## config.mk

```make
export PLATFORM = sky130hd
export DESIGN_NAME = dcc_channel_ctrl
export DESIGN_NICKNAME = d
export VERILOG_FILES = /design/src/shared/dcc_pkg.sv /design/src/logic/dcc_channel_ctrl.sv
export VERILOG_INCLUDE_DIRS = /design/src /design/src/shared
export SDC_FILE = /design/constraint.sdc
export NUM_CORES = 1
export LEC_CHECK = 0
export BUFFER_PORTS_ARGS = -buffer_cell sky130_fd_sc_hd__buf_4
export CORE_ASPECT_RATIO = 0.6
export CORE_MARGIN = 2
export CORE_UTILIZATION = 50
export DETAILED_ROUTE_END_ITERATION = 8
export PLACE_DENSITY_LB_ADDON = 0.05
export SETUP_SLACK_MARGIN = 0.15
export SLEW_MARGIN = 30
export SYNTH_ARGS = -nofsm -noshare
export SYNTH_HDL_FRONTEND = slang
export SYNTH_SLANG_ARGS = --single-unit
```

## constraint.sdc

```tcl
create_clock -name pclk -period 2.4 [get_ports pclk]
set_input_delay 0.12 -clock pclk [delete_from_list [all_inputs] [get_ports pclk]]
set_output_delay 0.12 -clock pclk [all_outputs]
set_load 0.05 [all_outputs]
```

## src/shared/dcc_cfg.svh

```systemverilog
// register map, field positions, reset values and mode encodings of the dma channel control
`ifndef DCC_CFG_SVH
`define DCC_CFG_SVH
// ----------------------------------------------------------------
// register byte offsets
// ----------------------------------------------------------------
`define DCC_OFS_CMD      8'h00
`define DCC_OFS_MODE_WR  8'h04
`define DCC_OFS_REQ      8'h08
`define DCC_OFS_MASK     8'h0C
`define DCC_OFS_CFG      8'h10
`define DCC_OFS_HWREQ    8'h14
`define DCC_OFS_MODE0    8'h20
`define DCC_OFS_MODE3    8'h2C
// ----------------------------------------------------------------
// command fields
// ----------------------------------------------------------------
`define DCC_CMD_DACK_HI  7
`define DCC_CMD_DREQ_HI  6
`define DCC_CMD_EXT_WR   5
`define DCC_CMD_ROTATE   4
`define DCC_CMD_NORMAL   3
`define DCC_CMD_DISABLE  2
`define DCC_CMD_ADDR_HLD 1
`define DCC_CMD_MEM2MEM  0
`define DCC_CMD_RESET    8'h08
// ----------------------------------------------------------------
// mode, request, mask and config fields
// ----------------------------------------------------------------
`define DCC_MODE_XM_HI   7
`define DCC_MODE_XM_LO   6
`define DCC_MODE_DEC     5
`define DCC_MODE_AUTO    4
`define DCC_MODE_TT_HI   3
`define DCC_MODE_TT_LO   2
`define DCC_MODE_RESET   8'h00
`define DCC_SEL_HI       1
`define DCC_SEL_LO       0
`define DCC_SETBIT       2
`define DCC_RD_ONES      4'hF
`define DCC_SEL_ONES     2'h3
`define DCC_CFG_CLKSEL   0
`define DCC_CFG_WS_HI    3
`define DCC_CFG_WS_LO    2
`define DCC_CFG_RESET    8'h00
`define DCC_XM_DEMAND    2'h0
`define DCC_XM_SINGLE    2'h1
`define DCC_XM_BLOCK     2'h2
`define DCC_XM_CASCADE   2'h3
`define DCC_TT_VERIFY    2'h0
`define DCC_TT_WRITE     2'h1
`define DCC_TT_READ      2'h2
`endif

```

## src/shared/dcc_pkg.sv

```systemverilog
// types shared by the dma channel control
package dcc_pkg;
  typedef enum logic [2:0] {
    DCC_IDLE,
    DCC_S1,
    DCC_S2,
    DCC_S3,
    DCC_S4,
    DCC_CASC
  } dcc_state_t;
endpackage

```

## src/logic/dcc_channel_ctrl.sv

```systemverilog
// dma channel control: apb registers, arbitration, cycle sequencer and strobes
`timescale 1ns/1ps
`include "dcc_cfg.svh"
module dcc_channel_ctrl
  import dcc_pkg::*;
#(
  parameter int NCH = 4,
  parameter int WSW = 2
) (
  input  wire logic             pclk,
  input  wire logic             presetn,
  input  wire logic             ce,
  input  wire logic             psel,
  input  wire logic             penable,
  input  wire logic             pwrite,
  input  wire logic [7:0]       paddr,
  input  wire logic [31:0]      pwdata,
  output logic      [31:0]      prdata,
  output logic                  pready,
  output logic                  pslverr,
  input  wire logic [NCH-1:0]   dreq,
  input  wire logic             iochrdy,
  input  wire logic             end_of_block,
  output logic      [NCH-1:0]   dack,
  output logic                  io_rd_n,
  output logic                  io_wr_n,
  output logic                  mem_rd_n,
  output logic                  mem_wr_n,
  output logic                  addr_step,
  output logic                  addr_dec,
  output logic      [1:0]       addr_ch,
  output logic                  autoinit_en,
  output logic                  dma_tick
);
  initial begin
    if (NCH != 4) $error("dcc_channel_ctrl serves exactly four channels");
    if (WSW < 2) $error("wait state field needs at least two bits");
  end

  // ----------------------------------------------------------------
  // registers
  // ----------------------------------------------------------------
  logic [7:0]     cmd_r;
  logic [7:0]     mode_r [NCH];
  logic [7:0]     cfg_r;
  logic [NCH-1:0] mask_r;
  logic [NCH-1:0] sreq_r;
  logic [31:0]    prdata_r;
  logic           pslverr_r;
  logic [31:0]    rd_nxt;
  logic           hit_nxt;

  wire wr_acc   = psel & penable & pwrite & ce;
  wire setup_rd = psel & ~penable & ~pwrite & ce;
  wire [1:0] wsel = pwdata[`DCC_SEL_HI:`DCC_SEL_LO];
  wire wset      = pwdata[`DCC_SETBIT];

  assign pready  = psel & penable;
  assign prdata  = prdata_r;
  assign pslverr = pslverr_r & psel & penable;

  // ----------------------------------------------------------------
  // request qualification
  // ----------------------------------------------------------------
  logic [NCH-1:0] hw_req;
  logic [NCH-1:0] pend;
  assign hw_req = cmd_r[`DCC_CMD_DREQ_HI] ? dreq : ~dreq;
  assign pend   = (hw_req & ~mask_r) | sreq_r;

  // read decode; prdata is latched in the setup cycle so it leaves a flop
  always_comb begin
    rd_nxt  = '0;
    hit_nxt = 1'b1;
    if (paddr == `DCC_OFS_CMD) begin
      rd_nxt[7:0] = cmd_r;
    end else if (paddr == `DCC_OFS_REQ) begin
      rd_nxt[7:0] = {`DCC_RD_ONES, sreq_r};
    end else if (paddr == `DCC_OFS_MASK) begin
      rd_nxt[7:0] = {`DCC_RD_ONES, mask_r};
    end else if (paddr == `DCC_OFS_CFG) begin
      rd_nxt[7:0] = cfg_r;
    end else if (paddr == `DCC_OFS_HWREQ) begin
      rd_nxt[7:0] = {`DCC_RD_ONES, hw_req};
    end else if (paddr == `DCC_OFS_MODE_WR) begin
      rd_nxt = '0;
    end else if (paddr >= `DCC_OFS_MODE0 && paddr <= `DCC_OFS_MODE3 && paddr[1:0] == 2'h0) begin
      rd_nxt[7:0] = {mode_r[paddr[3:2]][7:2], `DCC_SEL_ONES};
    end else begin
      hit_nxt = 1'b0;
    end
  end

  always_ff @(posedge pclk or negedge presetn) begin
    if (!presetn) begin
      prdata_r  <= 32'h0000_0000;
      pslverr_r <= 1'b0;
    end else if (ce && psel && !penable) begin
      prdata_r  <= setup_rd ? rd_nxt : 32'h0000_0000;
      pslverr_r <= ~hit_nxt;
    end
  end

  always_ff @(posedge pclk or negedge presetn) begin
    if (!presetn) begin
      cmd_r <= `DCC_CMD_RESET;
      cfg_r <= `DCC_CFG_RESET;
    end else if (wr_acc && paddr == `DCC_OFS_CMD) begin
      cmd_r <= pwdata[7:0];
    end else if (wr_acc && paddr == `DCC_OFS_CFG) begin
      cfg_r <= pwdata[7:0];
    end
  end

  genvar g;
  generate
    for (g = 0; g < NCH; g++) begin : g_mode
      always_ff @(posedge pclk or negedge presetn) begin
        if (!presetn) begin
          mode_r[g] <= `DCC_MODE_RESET;
        end else if (wr_acc && paddr == `DCC_OFS_MODE_WR && wsel == 2'(g)) begin
          mode_r[g] <= pwdata[7:0];
        end
      end
    end
  endgenerate

  always_ff @(posedge pclk or negedge presetn) begin
    if (!presetn) begin
      mask_r <= '1;
    end else if (wr_acc && paddr == `DCC_OFS_MASK) begin
      mask_r[wsel] <= wset;
    end
  end

  // ----------------------------------------------------------------
  // dma tick: halved or direct, switched only at a slow-period edge
  // ----------------------------------------------------------------
  logic half_r;
  logic sel_r;
  always_ff @(posedge pclk or negedge presetn) begin
    if (!presetn) begin
      half_r <= 1'b0;
      sel_r  <= 1'b0;
    end else if (ce) begin
      half_r <= sel_r ? 1'b0 : ~half_r;
      if (sel_r || half_r) begin
        sel_r <= cfg_r[`DCC_CFG_CLKSEL];
      end
    end
  end
  assign dma_tick = ce & (sel_r | half_r);
  wire adv = dma_tick;

  // ----------------------------------------------------------------
  // arbitration
  // ----------------------------------------------------------------
  logic [1:0] base_r;
  logic [1:0] pick;
  logic       pick_ok;
  always_comb begin
    logic [1:0] c;
    c       = 2'h0;
    pick    = 2'h0;
    pick_ok = 1'b0;
    for (int i = NCH - 1; i >= 0; i--) begin
      c = cmd_r[`DCC_CMD_ROTATE] ? 2'(base_r + 2'(i)) : 2'(i);
      if (pend[c]) begin
        pick    = c;
        pick_ok = 1'b1;
      end
    end
  end

  // ----------------------------------------------------------------
  // cycle sequencer
  // ----------------------------------------------------------------
  dcc_state_t     st_r;
  logic [1:0]     ch_r;
  logic           m2m_r;
  logic           m2m_ph_r;
  logic [WSW-1:0] ws_r;
  logic [1:0]     cur_xm;
  logic [1:0]     cur_tt;
  logic           more;
  assign cur_xm = mode_r[ch_r][`DCC_MODE_XM_HI:`DCC_MODE_XM_LO];
  assign cur_tt = mode_r[ch_r][`DCC_MODE_TT_HI:`DCC_MODE_TT_LO];

  wire start_m2m = cmd_r[`DCC_CMD_MEM2MEM] & sreq_r[0];
  wire can_run   = ~cmd_r[`DCC_CMD_DISABLE];

  always_comb begin
    unique case (cur_xm)
      `DCC_XM_DEMAND: more = pend[ch_r];
      `DCC_XM_BLOCK:  more = ~end_of_block;
      default:        more = 1'b0;
    endcase
  end

  always_ff @(posedge pclk or negedge presetn) begin
    if (!presetn) begin
      st_r     <= DCC_IDLE;
      ch_r     <= 2'h0;
      m2m_r    <= 1'b0;
      m2m_ph_r <= 1'b0;
      ws_r     <= '0;
    end else if (adv) begin
      unique case (st_r)
        DCC_IDLE: begin
          if (can_run && start_m2m) begin
            st_r     <= DCC_S1;
            ch_r     <= 2'h0;
            m2m_r    <= 1'b1;
            m2m_ph_r <= 1'b0;
          end else if (can_run && pick_ok) begin
            ch_r  <= pick;
            m2m_r <= 1'b0;
            st_r  <= (mode_r[pick][`DCC_MODE_XM_HI:`DCC_MODE_XM_LO] == `DCC_XM_CASCADE)
                     ? DCC_CASC : DCC_S1;
          end
        end
        DCC_S1: begin
          st_r <= DCC_S2;
          ws_r <= WSW'(cfg_r[`DCC_CFG_WS_HI:`DCC_CFG_WS_LO]);
        end
        DCC_S2: begin
          // compressed timing drops the wait state unless the bus holds off
          st_r <= (cmd_r[`DCC_CMD_NORMAL] || !iochrdy) ? DCC_S3 : DCC_S4;
        end
        DCC_S3: begin
          if (ws_r != '0) begin
            ws_r <= ws_r - 1'b1;
          end else if (iochrdy) begin
            st_r <= DCC_S4;
          end
        end
        DCC_S4: begin
          if (m2m_r && !m2m_ph_r) begin
            m2m_ph_r <= 1'b1;
            ch_r     <= 2'h1;
            st_r     <= DCC_S1;
          end else if (!m2m_r && more && can_run) begin
            st_r <= DCC_S1;
          end else begin
            st_r     <= DCC_IDLE;
            m2m_r    <= 1'b0;
            m2m_ph_r <= 1'b0;
          end
        end
        DCC_CASC: begin
          if (!pend[ch_r]) begin
            st_r <= DCC_IDLE;
          end
        end
      endcase
    end
  end

  always_ff @(posedge pclk or negedge presetn) begin
    if (!presetn) begin
      base_r <= 2'h0;
    end else if (adv && st_r == DCC_S4 && !m2m_r) begin
      base_r <= 2'(ch_r + 2'h1);
    end
  end

  // soft requests: a new set wins over the clear at end of service
  always_ff @(posedge pclk or negedge presetn) begin
    if (!presetn) begin
      sreq_r <= '0;
    end else begin
      for (int i = 0; i < NCH; i++) begin
        if (wr_acc && paddr == `DCC_OFS_REQ && wset && wsel == 2'(i)) begin
          sreq_r[i] <= 1'b1;
        end else if (adv && st_r == DCC_S4 && ch_r == 2'(i) && !(m2m_r && !m2m_ph_r)) begin
          sreq_r[i] <= 1'b0;
        end else if (adv && st_r == DCC_S4 && m2m_r && m2m_ph_r && i == 0) begin
          sreq_r[i] <= 1'b0;
        end
      end
    end
  end

  // ----------------------------------------------------------------
  // strobes and acknowledges (registered)
  // ----------------------------------------------------------------
  logic [NCH-1:0] ack_r;
  logic rd_on;
  logic wr_on;
  logic io_rd_r;
  logic io_wr_r;
  logic mem_rd_r;
  logic mem_wr_r;
  logic step_r;
  dcc_state_t st_nxt;
  always_comb begin
    st_nxt = st_r;
    if (adv) begin
      unique case (st_r)
        DCC_S1:  st_nxt = DCC_S2;
        DCC_S2:  st_nxt = (cmd_r[`DCC_CMD_NORMAL] || !iochrdy) ? DCC_S3 : DCC_S4;
        DCC_S3:  st_nxt = (ws_r == '0 && iochrdy) ? DCC_S4 : DCC_S3;
        default: st_nxt = st_r;
      endcase
    end
  end
  assign rd_on = (st_nxt == DCC_S2) || (st_nxt == DCC_S3);
  // extended write opens the write strobe together with the read strobe;
  // compressed timing has no s3 to host a late write, so it opens early too
  assign wr_on = (st_nxt == DCC_S3)
                 || ((cmd_r[`DCC_CMD_EXT_WR] || !cmd_r[`DCC_CMD_NORMAL])
                     && st_nxt == DCC_S2);

  always_ff @(posedge pclk or negedge presetn) begin
    if (!presetn) begin
      io_rd_r  <= 1'b0;
      io_wr_r  <= 1'b0;
      mem_rd_r <= 1'b0;
      mem_wr_r <= 1'b0;
    end else if (ce) begin
      if (m2m_r) begin
        io_rd_r  <= 1'b0;
        io_wr_r  <= 1'b0;
        mem_rd_r <= rd_on & ~m2m_ph_r;
        mem_wr_r <= wr_on & m2m_ph_r;
      end else begin
        io_rd_r  <= rd_on & (cur_tt == `DCC_TT_WRITE);
        mem_wr_r <= wr_on & (cur_tt == `DCC_TT_WRITE);
        mem_rd_r <= rd_on & (cur_tt == `DCC_TT_READ);
        io_wr_r  <= wr_on & (cur_tt == `DCC_TT_READ);
      end
    end
  end
  assign io_rd_n  = ~io_rd_r;
  assign io_wr_n  = ~io_wr_r;
  assign mem_rd_n = ~mem_rd_r;
  assign mem_wr_n = ~mem_wr_r;

  always_ff @(posedge pclk or negedge presetn) begin
    if (!presetn) begin
      ack_r <= '0;
    end else if (ce) begin
      for (int i = 0; i < NCH; i++) begin
        ack_r[i] <= !m2m_r && ch_r == 2'(i) && st_nxt != DCC_IDLE && st_nxt != DCC_S4
                    && (st_r != DCC_IDLE || adv);
      end
    end
  end
  assign dack = cmd_r[`DCC_CMD_DACK_HI] ? ack_r : ~ack_r;

  // address step request to the address counters, one cycle per transfer
  always_ff @(posedge pclk or negedge presetn) begin
    if (!presetn) begin
      step_r      <= 1'b0;
      addr_ch     <= 2'h0;
      addr_dec    <= 1'b0;
      autoinit_en <= 1'b0;
    end else if (ce) begin
      step_r      <= adv && st_r == DCC_S4 && st_nxt == DCC_S4
                     && !(m2m_r && !m2m_ph_r && cmd_r[`DCC_CMD_ADDR_HLD]);
      addr_ch     <= ch_r;
      addr_dec    <= mode_r[ch_r][`DCC_MODE_DEC];
      autoinit_en <= mode_r[ch_r][`DCC_MODE_AUTO];
    end
  end
  assign addr_step = step_r;
endmodule

```

== After elaboration in Yosys (flattened, before gate mapping) ==
Index checks and enable logic that the tools add are counted.
Storage, ports and cells
  bits of input ports: 52
  word-level logic and storage cells: 304
  register bits: 115
  output and inout port bits: 48
Operators by class
  equal/unequal tests: 34
  bitwise logic cells: 37
  mux-type cells: 93
  order comparisons: 12
  reductions and logical operators: 93
  add/subtract/negate cells: 5
Operator list (count)
  $mux W8: 14
  $logic_and A1 B1 Y1: 57
  $bmux W8 S2: 3
  $mux W1: 39
  $mux W3: 9
  $mux W2: 12
  $lt A2 B3 Y1 const B: 6
  $pmux W3 S6: 1
  $and A1 B1 Y1: 16
  $eq A8 B4 Y1 const B: 2
  $eq A8 B5 Y1 const B: 2
  $ne A2 B2 Y1 const B: 8
  $eq A2 B2 Y1 const B: 7
  $eq A3 B2 Y1 const B: 4
  $not A1 Y1: 12
  $not A4 Y4: 3
  $reduce_bool A2 Y1: 6
  $bmux W1 S2: 5
  $logic_not A2 Y1: 5
  $reduce_and A5 Y1: 2
  $eq A3 B3 Y1 const B: 3
  $ge A3 B3 Y1 const B: 3
  $ne A3 B3 Y1 const B: 3
  $not A2 Y3: 3
  26 further kinds: 49

== Depth between registers and ports, before layout ==
  depth after elaboration: 19
  gate-level depth with buffers: 9
  mapped depth without buffers: 9

== Worst setup path before layout ==
OpenSTA, ideal clock, no wires.
  kind: input to register
  start point: input paddr[1]
  end point: register mode_r[26] (netlist name)
  data required time: 2.275 ns
  stages on the path: 7
  path slack: 0.400 ns
  buffers on the path: 1
  data arrival time: 1.875 ns
  library setup time: 0.125 ns
  cells stage by stage: or4_4 > nor3_4 > and2_4 > nand2_2 > or3_1 > buf_6 > mux2_4
Between the ends
  word-level cells in the longest chain between the ends: 3
RTL lines
  start, declared: RTL line dcc_channel_ctrl.sv:16  | input wire logic [7:0] paddr,
  $eq A8 B3 Y1 (no source line)
  $logic_and A1 B1 Y1 (no source line)
  $logic_and A1 B1 Y1: RTL line dcc_channel_ctrl.sv:120  | end else if (wr_acc && paddr == `DCC_OFS_MODE_WR && wsel == 2'(g)) begin
  end signal, assigned by index: RTL line dcc_channel_ctrl.sv:119  | mode_r[g] <= `DCC_MODE_RESET;
  end signal, assigned by index: RTL line dcc_channel_ctrl.sv:121  | mode_r[g] <= pwdata[7:0];
  end, declared: RTL line dcc_channel_ctrl.sv:44  | logic [7:0] mode_r [NCH];
Every way passes these cells.
A chain may end at the register's enable or synchronous reset.

== Worst setup path in the final report ==
  start point: register cmd_r[6]
  end point: register st_r[2]
Between the ends
  word-level cells in the longest chain between the ends: 18
  elaborated cells between the ends (all ways): 34
  classes of those cells: 3 x eq/ne; 26 x mux; 3 x bitwise; 2 x reduce/logical
RTL lines
  start, declared: RTL line dcc_channel_ctrl.sv:43  | logic [7:0] cmd_r;
  start signal, assigned: RTL line dcc_channel_ctrl.sv:105  | cmd_r <= `DCC_CMD_RESET;
  start signal, assigned: RTL line dcc_channel_ctrl.sv:108  | cmd_r <= pwdata[7:0];
  $mux W4 (*): RTL line dcc_channel_ctrl.sv:67  | assign hw_req = cmd_r[`DCC_CMD_DREQ_HI] ? dreq : ~dreq;
  $and A4 B4 Y4 (*): RTL line dcc_channel_ctrl.sv:68  | assign pend = (hw_req & ~mask_r) | sreq_r;
  $or A4 B4 Y4 (*): RTL line dcc_channel_ctrl.sv:68
  $bmux W1 S2: RTL line dcc_channel_ctrl.sv:167  | if (pend[c]) begin
  $mux W1 (implied by the code): RTL line dcc_channel_ctrl.sv:167
  $mux W2 (4 in a row): RTL line dcc_channel_ctrl.sv:167
  $not A2 Y3 (implied by the code): RTL line dcc_channel_ctrl.sv:217  | st_r <= (mode_r[pick][`DCC_MODE_XM_HI:`DCC_MODE_XM_LO] == `DCC_XM_CASCADE)
  $bmux W8 S2: RTL line dcc_channel_ctrl.sv:217
  $mux W8 (implied by the code) (2 in a row): RTL line dcc_channel_ctrl.sv:217
  $eq A2 B2 Y1 (no source line)
  $mux W3: RTL line dcc_channel_ctrl.sv:217
  $mux W3: RTL line dcc_channel_ctrl.sv:214  | end else if (can_run && pick_ok) begin
  $mux W3: RTL line dcc_channel_ctrl.sv:209  | if (can_run && start_m2m) begin
  $pmux W3 S6: RTL line dcc_channel_ctrl.sv:207  | unique case (st_r)
  end signal, assigned: RTL line dcc_channel_ctrl.sv:217
  end signal, assigned: RTL line dcc_channel_ctrl.sv:227  | st_r <= (cmd_r[`DCC_CMD_NORMAL] || !iochrdy) ? DCC_S3 : DCC_S4;
  end, declared: RTL line dcc_channel_ctrl.sv:177  | dcc_state_t st_r;
Every way passes the cells marked *; elsewhere a longest branch is shown, timed or not. The select of a mux whose other input is x is not followed.

==> metrics.txt <==
num ports=100; n_diodes=0; Commonest cells post-synth=78 x dfrtp_1, 46 x mux2_2, 46 x nand2_1; largest area contributor in the netlist=dfrtp_1; crit share post-route=0.903; fillers=790; Die Wd=130 um; DR iter-0 viols=363; IO buf count=51; most numerous cell in the Yosys netlist=dfrtp_1; CTS buffer count=9; clock-pin slew on the worst setup and hold paths=60 ps; Core Util, Final=0.619; CP delay by family, top=compound AO/OA/AOI/OAI gates; DRT Pass-1 Iters=5; CP Cell Sequence=xor2_4, o21ba_2, o211ai_1, a21oi_1, nor4_2, buf_4, mux4_2, o21ai_1; initial antenna violation count=0; FF-to-FF End=st_r[2]$_DFFE_PN0P_; total global routing track utilization=0.265; critical path type=register to register; R2R setup slack=230 ps; worst hold path class=primary input to register; nets=576; Fmax achieved=0.462 GHz; Cell Area, Synth=4790 um2; clk buf depth=2; clock sink count=83; top area cells in the synthesized netlist=dfrtp_1 41%, mux2_2 11%, mux4_2 6.6%, buf_4 3.8%, nand2_1 3.6%; vias per inst=5.81; flops & latches, synth=83; design area=5730 um2; R2R depth=8; final WL=12600 um; Crit path largest cell delay=530 ps; min setup slack post-route=234 ps; CTS tree=built; Final setup viols=0; P per Cell Area=728 nW/um2; DRC viols=0; peak supply drop=0.433 mV; top_reg_cell synth=dfrtp_1; Hold WS=21.7 ps; total grt overflow=0; Worst path slowest cell=dfrtp_2; placer congestion estimate=0.947; Hold Path End=sreq_r[0]$_DFFE_PN0P_; RSZ-0062 raised after global routing=no; Area growth, synth to finish=19.4%; Max FO, Critical Path=6; Syn Inst Count=454; fraction of layout cells with a size suffix above 1=0.331; Slew Viols, Final=0; register area share after synthesis=0.434; Root Buffer=clkbuf_16; dpl ws=120 ps; Yosys warning count=0; DR WL/cell=19.3 um; Hold Fails Final Rpt=0; Leakage=0.00266 uW; average cell area after synthesis=10.6 um2; Hold Crit Depth=2; share of the synthesized area in the top cell type=0.407; H-Tree Depth=3; clock latency at the later pin of the worst-skew pair=350 ps; CP startpoint kind=register; remaining antenna violation count=0; skew final=6.37 ps; DR vias=3791; WP data required=2670 ps; largest net degree at the start of global routing=51; max-cap viol count=0; Die Area=10400 um2; Netlist cell types=61; Setup TNS=0 ps; core footprint=9260 um2; Post-synth EDFFs=0; Worst Max-Slew Pin Slew=640 ps; Initial Utilization=0.518; hpwl dp=9220 um; first-pass GRT wire length=20100 um; Post-synth ARST share=1.00; CP Data Arrival Time=2440 ps; number of global-route vias before repair=3560; slew margin rel.=0.573; hold path start=pwdata[0]; status=finished, final reports clean; dpl cell area=5310 um2; Die H=79.9 um; Critical Path End Type=register; Min Clock Period, post-route=2170 ps; Row Count=27; Worst R2R Start=cmd_r[6]$_DFFE_PN0P_; WP buf/inv=1
-- power by group --
part           switching (uW)  internal [uW]  leakage, uW
combinational             724            392      0.00140
sequential                159           1500      0.00112
clock                     579            812     0.000140
-- logic make-up after synthesis --
logic type      count (synthesis)  synth area share
simple gates                  125             0.126
compound gates                101             0.142
buf+inv                        62            0.0694
other cells                     1          0.000782
mux                            68             0.197
flops                          83             0.434
xor+xnor                        8            0.0146
fa+ha+maj                       6            0.0157
-- worst max-delay path by stage --
stage | cells after the start | end | start
finish | 8 | st_r[2]$_DFFE_PN0P_ | cmd_r[6]$_DFFE_PN0P_
detailed placement | 8 | st_r[2]$_DFFE_PN0P_ | cmd_r[6]$_DFFE_PN0P_
floorplan | 7 | mode_r[26]$_DFFE_PN0P_ | paddr[1]
CTS | 7 | st_r[2]$_DFFE_PN0P_ | cmd_r[6]$_DFFE_PN0P_
global route | 8 | st_r[2]$_DFFE_PN0P_ | cmd_r[6]$_DFFE_PN0P_
global placement | 8 | mem_wr_r$_DFFE_PN0P_ | half_r$_DFFE_PN0P_
-- per-stage QoR --
step | total power (uW) | instances
floorplan | 2440 | 477
global placement | 2730 | 634
detailed placement | 2750 | 634
CTS | 4150 | 651
global route | 4410 | 653
finish | 4170 | 653
-- sequential cells by signal (all words and copies together) (netlist names), 3 cells and up --
register  flops
mode_r       24
sreq_r        4
prdata        8
mask_r        4
cmd_r         8
cfg_r         8
st_r          3
ack_r         4
-- metal layers --
metal / part of all wire / up-vias / routed length, um / global-route usage
met5: 0 / - / 0 / 0
met4: 0.011 / 0 / 138 / 0.0660
met3: 0.081 / 15 / 1020 / 0.0744
met2: 0.41 / 164 / 5120 / 0.346
met1: 0.50 / 1877 / 6360 / 0.424
li1: - / 1735 / - / -
-- area by class of cell --
cell class                 count  area [um2]  area share
multi-input combinational    332        2550       0.446
sequential                    83        2080       0.364
timing repair buffer          71         548      0.0957
clock buffer                  11         233      0.0406
tap                          130         163      0.0284
inverter                      21        78.8      0.0138
clock inverter                 5        63.8      0.0111
-- repair_timing --
item	CTS	global route
endpoints found under the setup margin	3	6
pin swaps	0	3
gates resized for setup	2	18
hold buffers	1	0
setup buffers	0	2
endpoints found under the hold margin	33	0
-- layout by cell type, fill, tap and decap left out, types with 7 or more instances in the layout --
cell | netlist | final
inv_1 | 20 | 20
nor2_1 | 33 | 32
mux4_2 | 14 | 14
o21ai_0 | 28 | 24
dfrtp_1 | 78 | 77
nand3_1 | 10 | 10
mux2_2 | 46 | 46
a21o_1 | 7 | 7
conb_1 | 1 | 24
a21oi_1 | 18 | 16
nand2_1 | 46 | 46
buf_4 | 24 | 69
clkbuf_16 | 0 | 9
No activity file was read; power rests on OpenSTA's default activity.
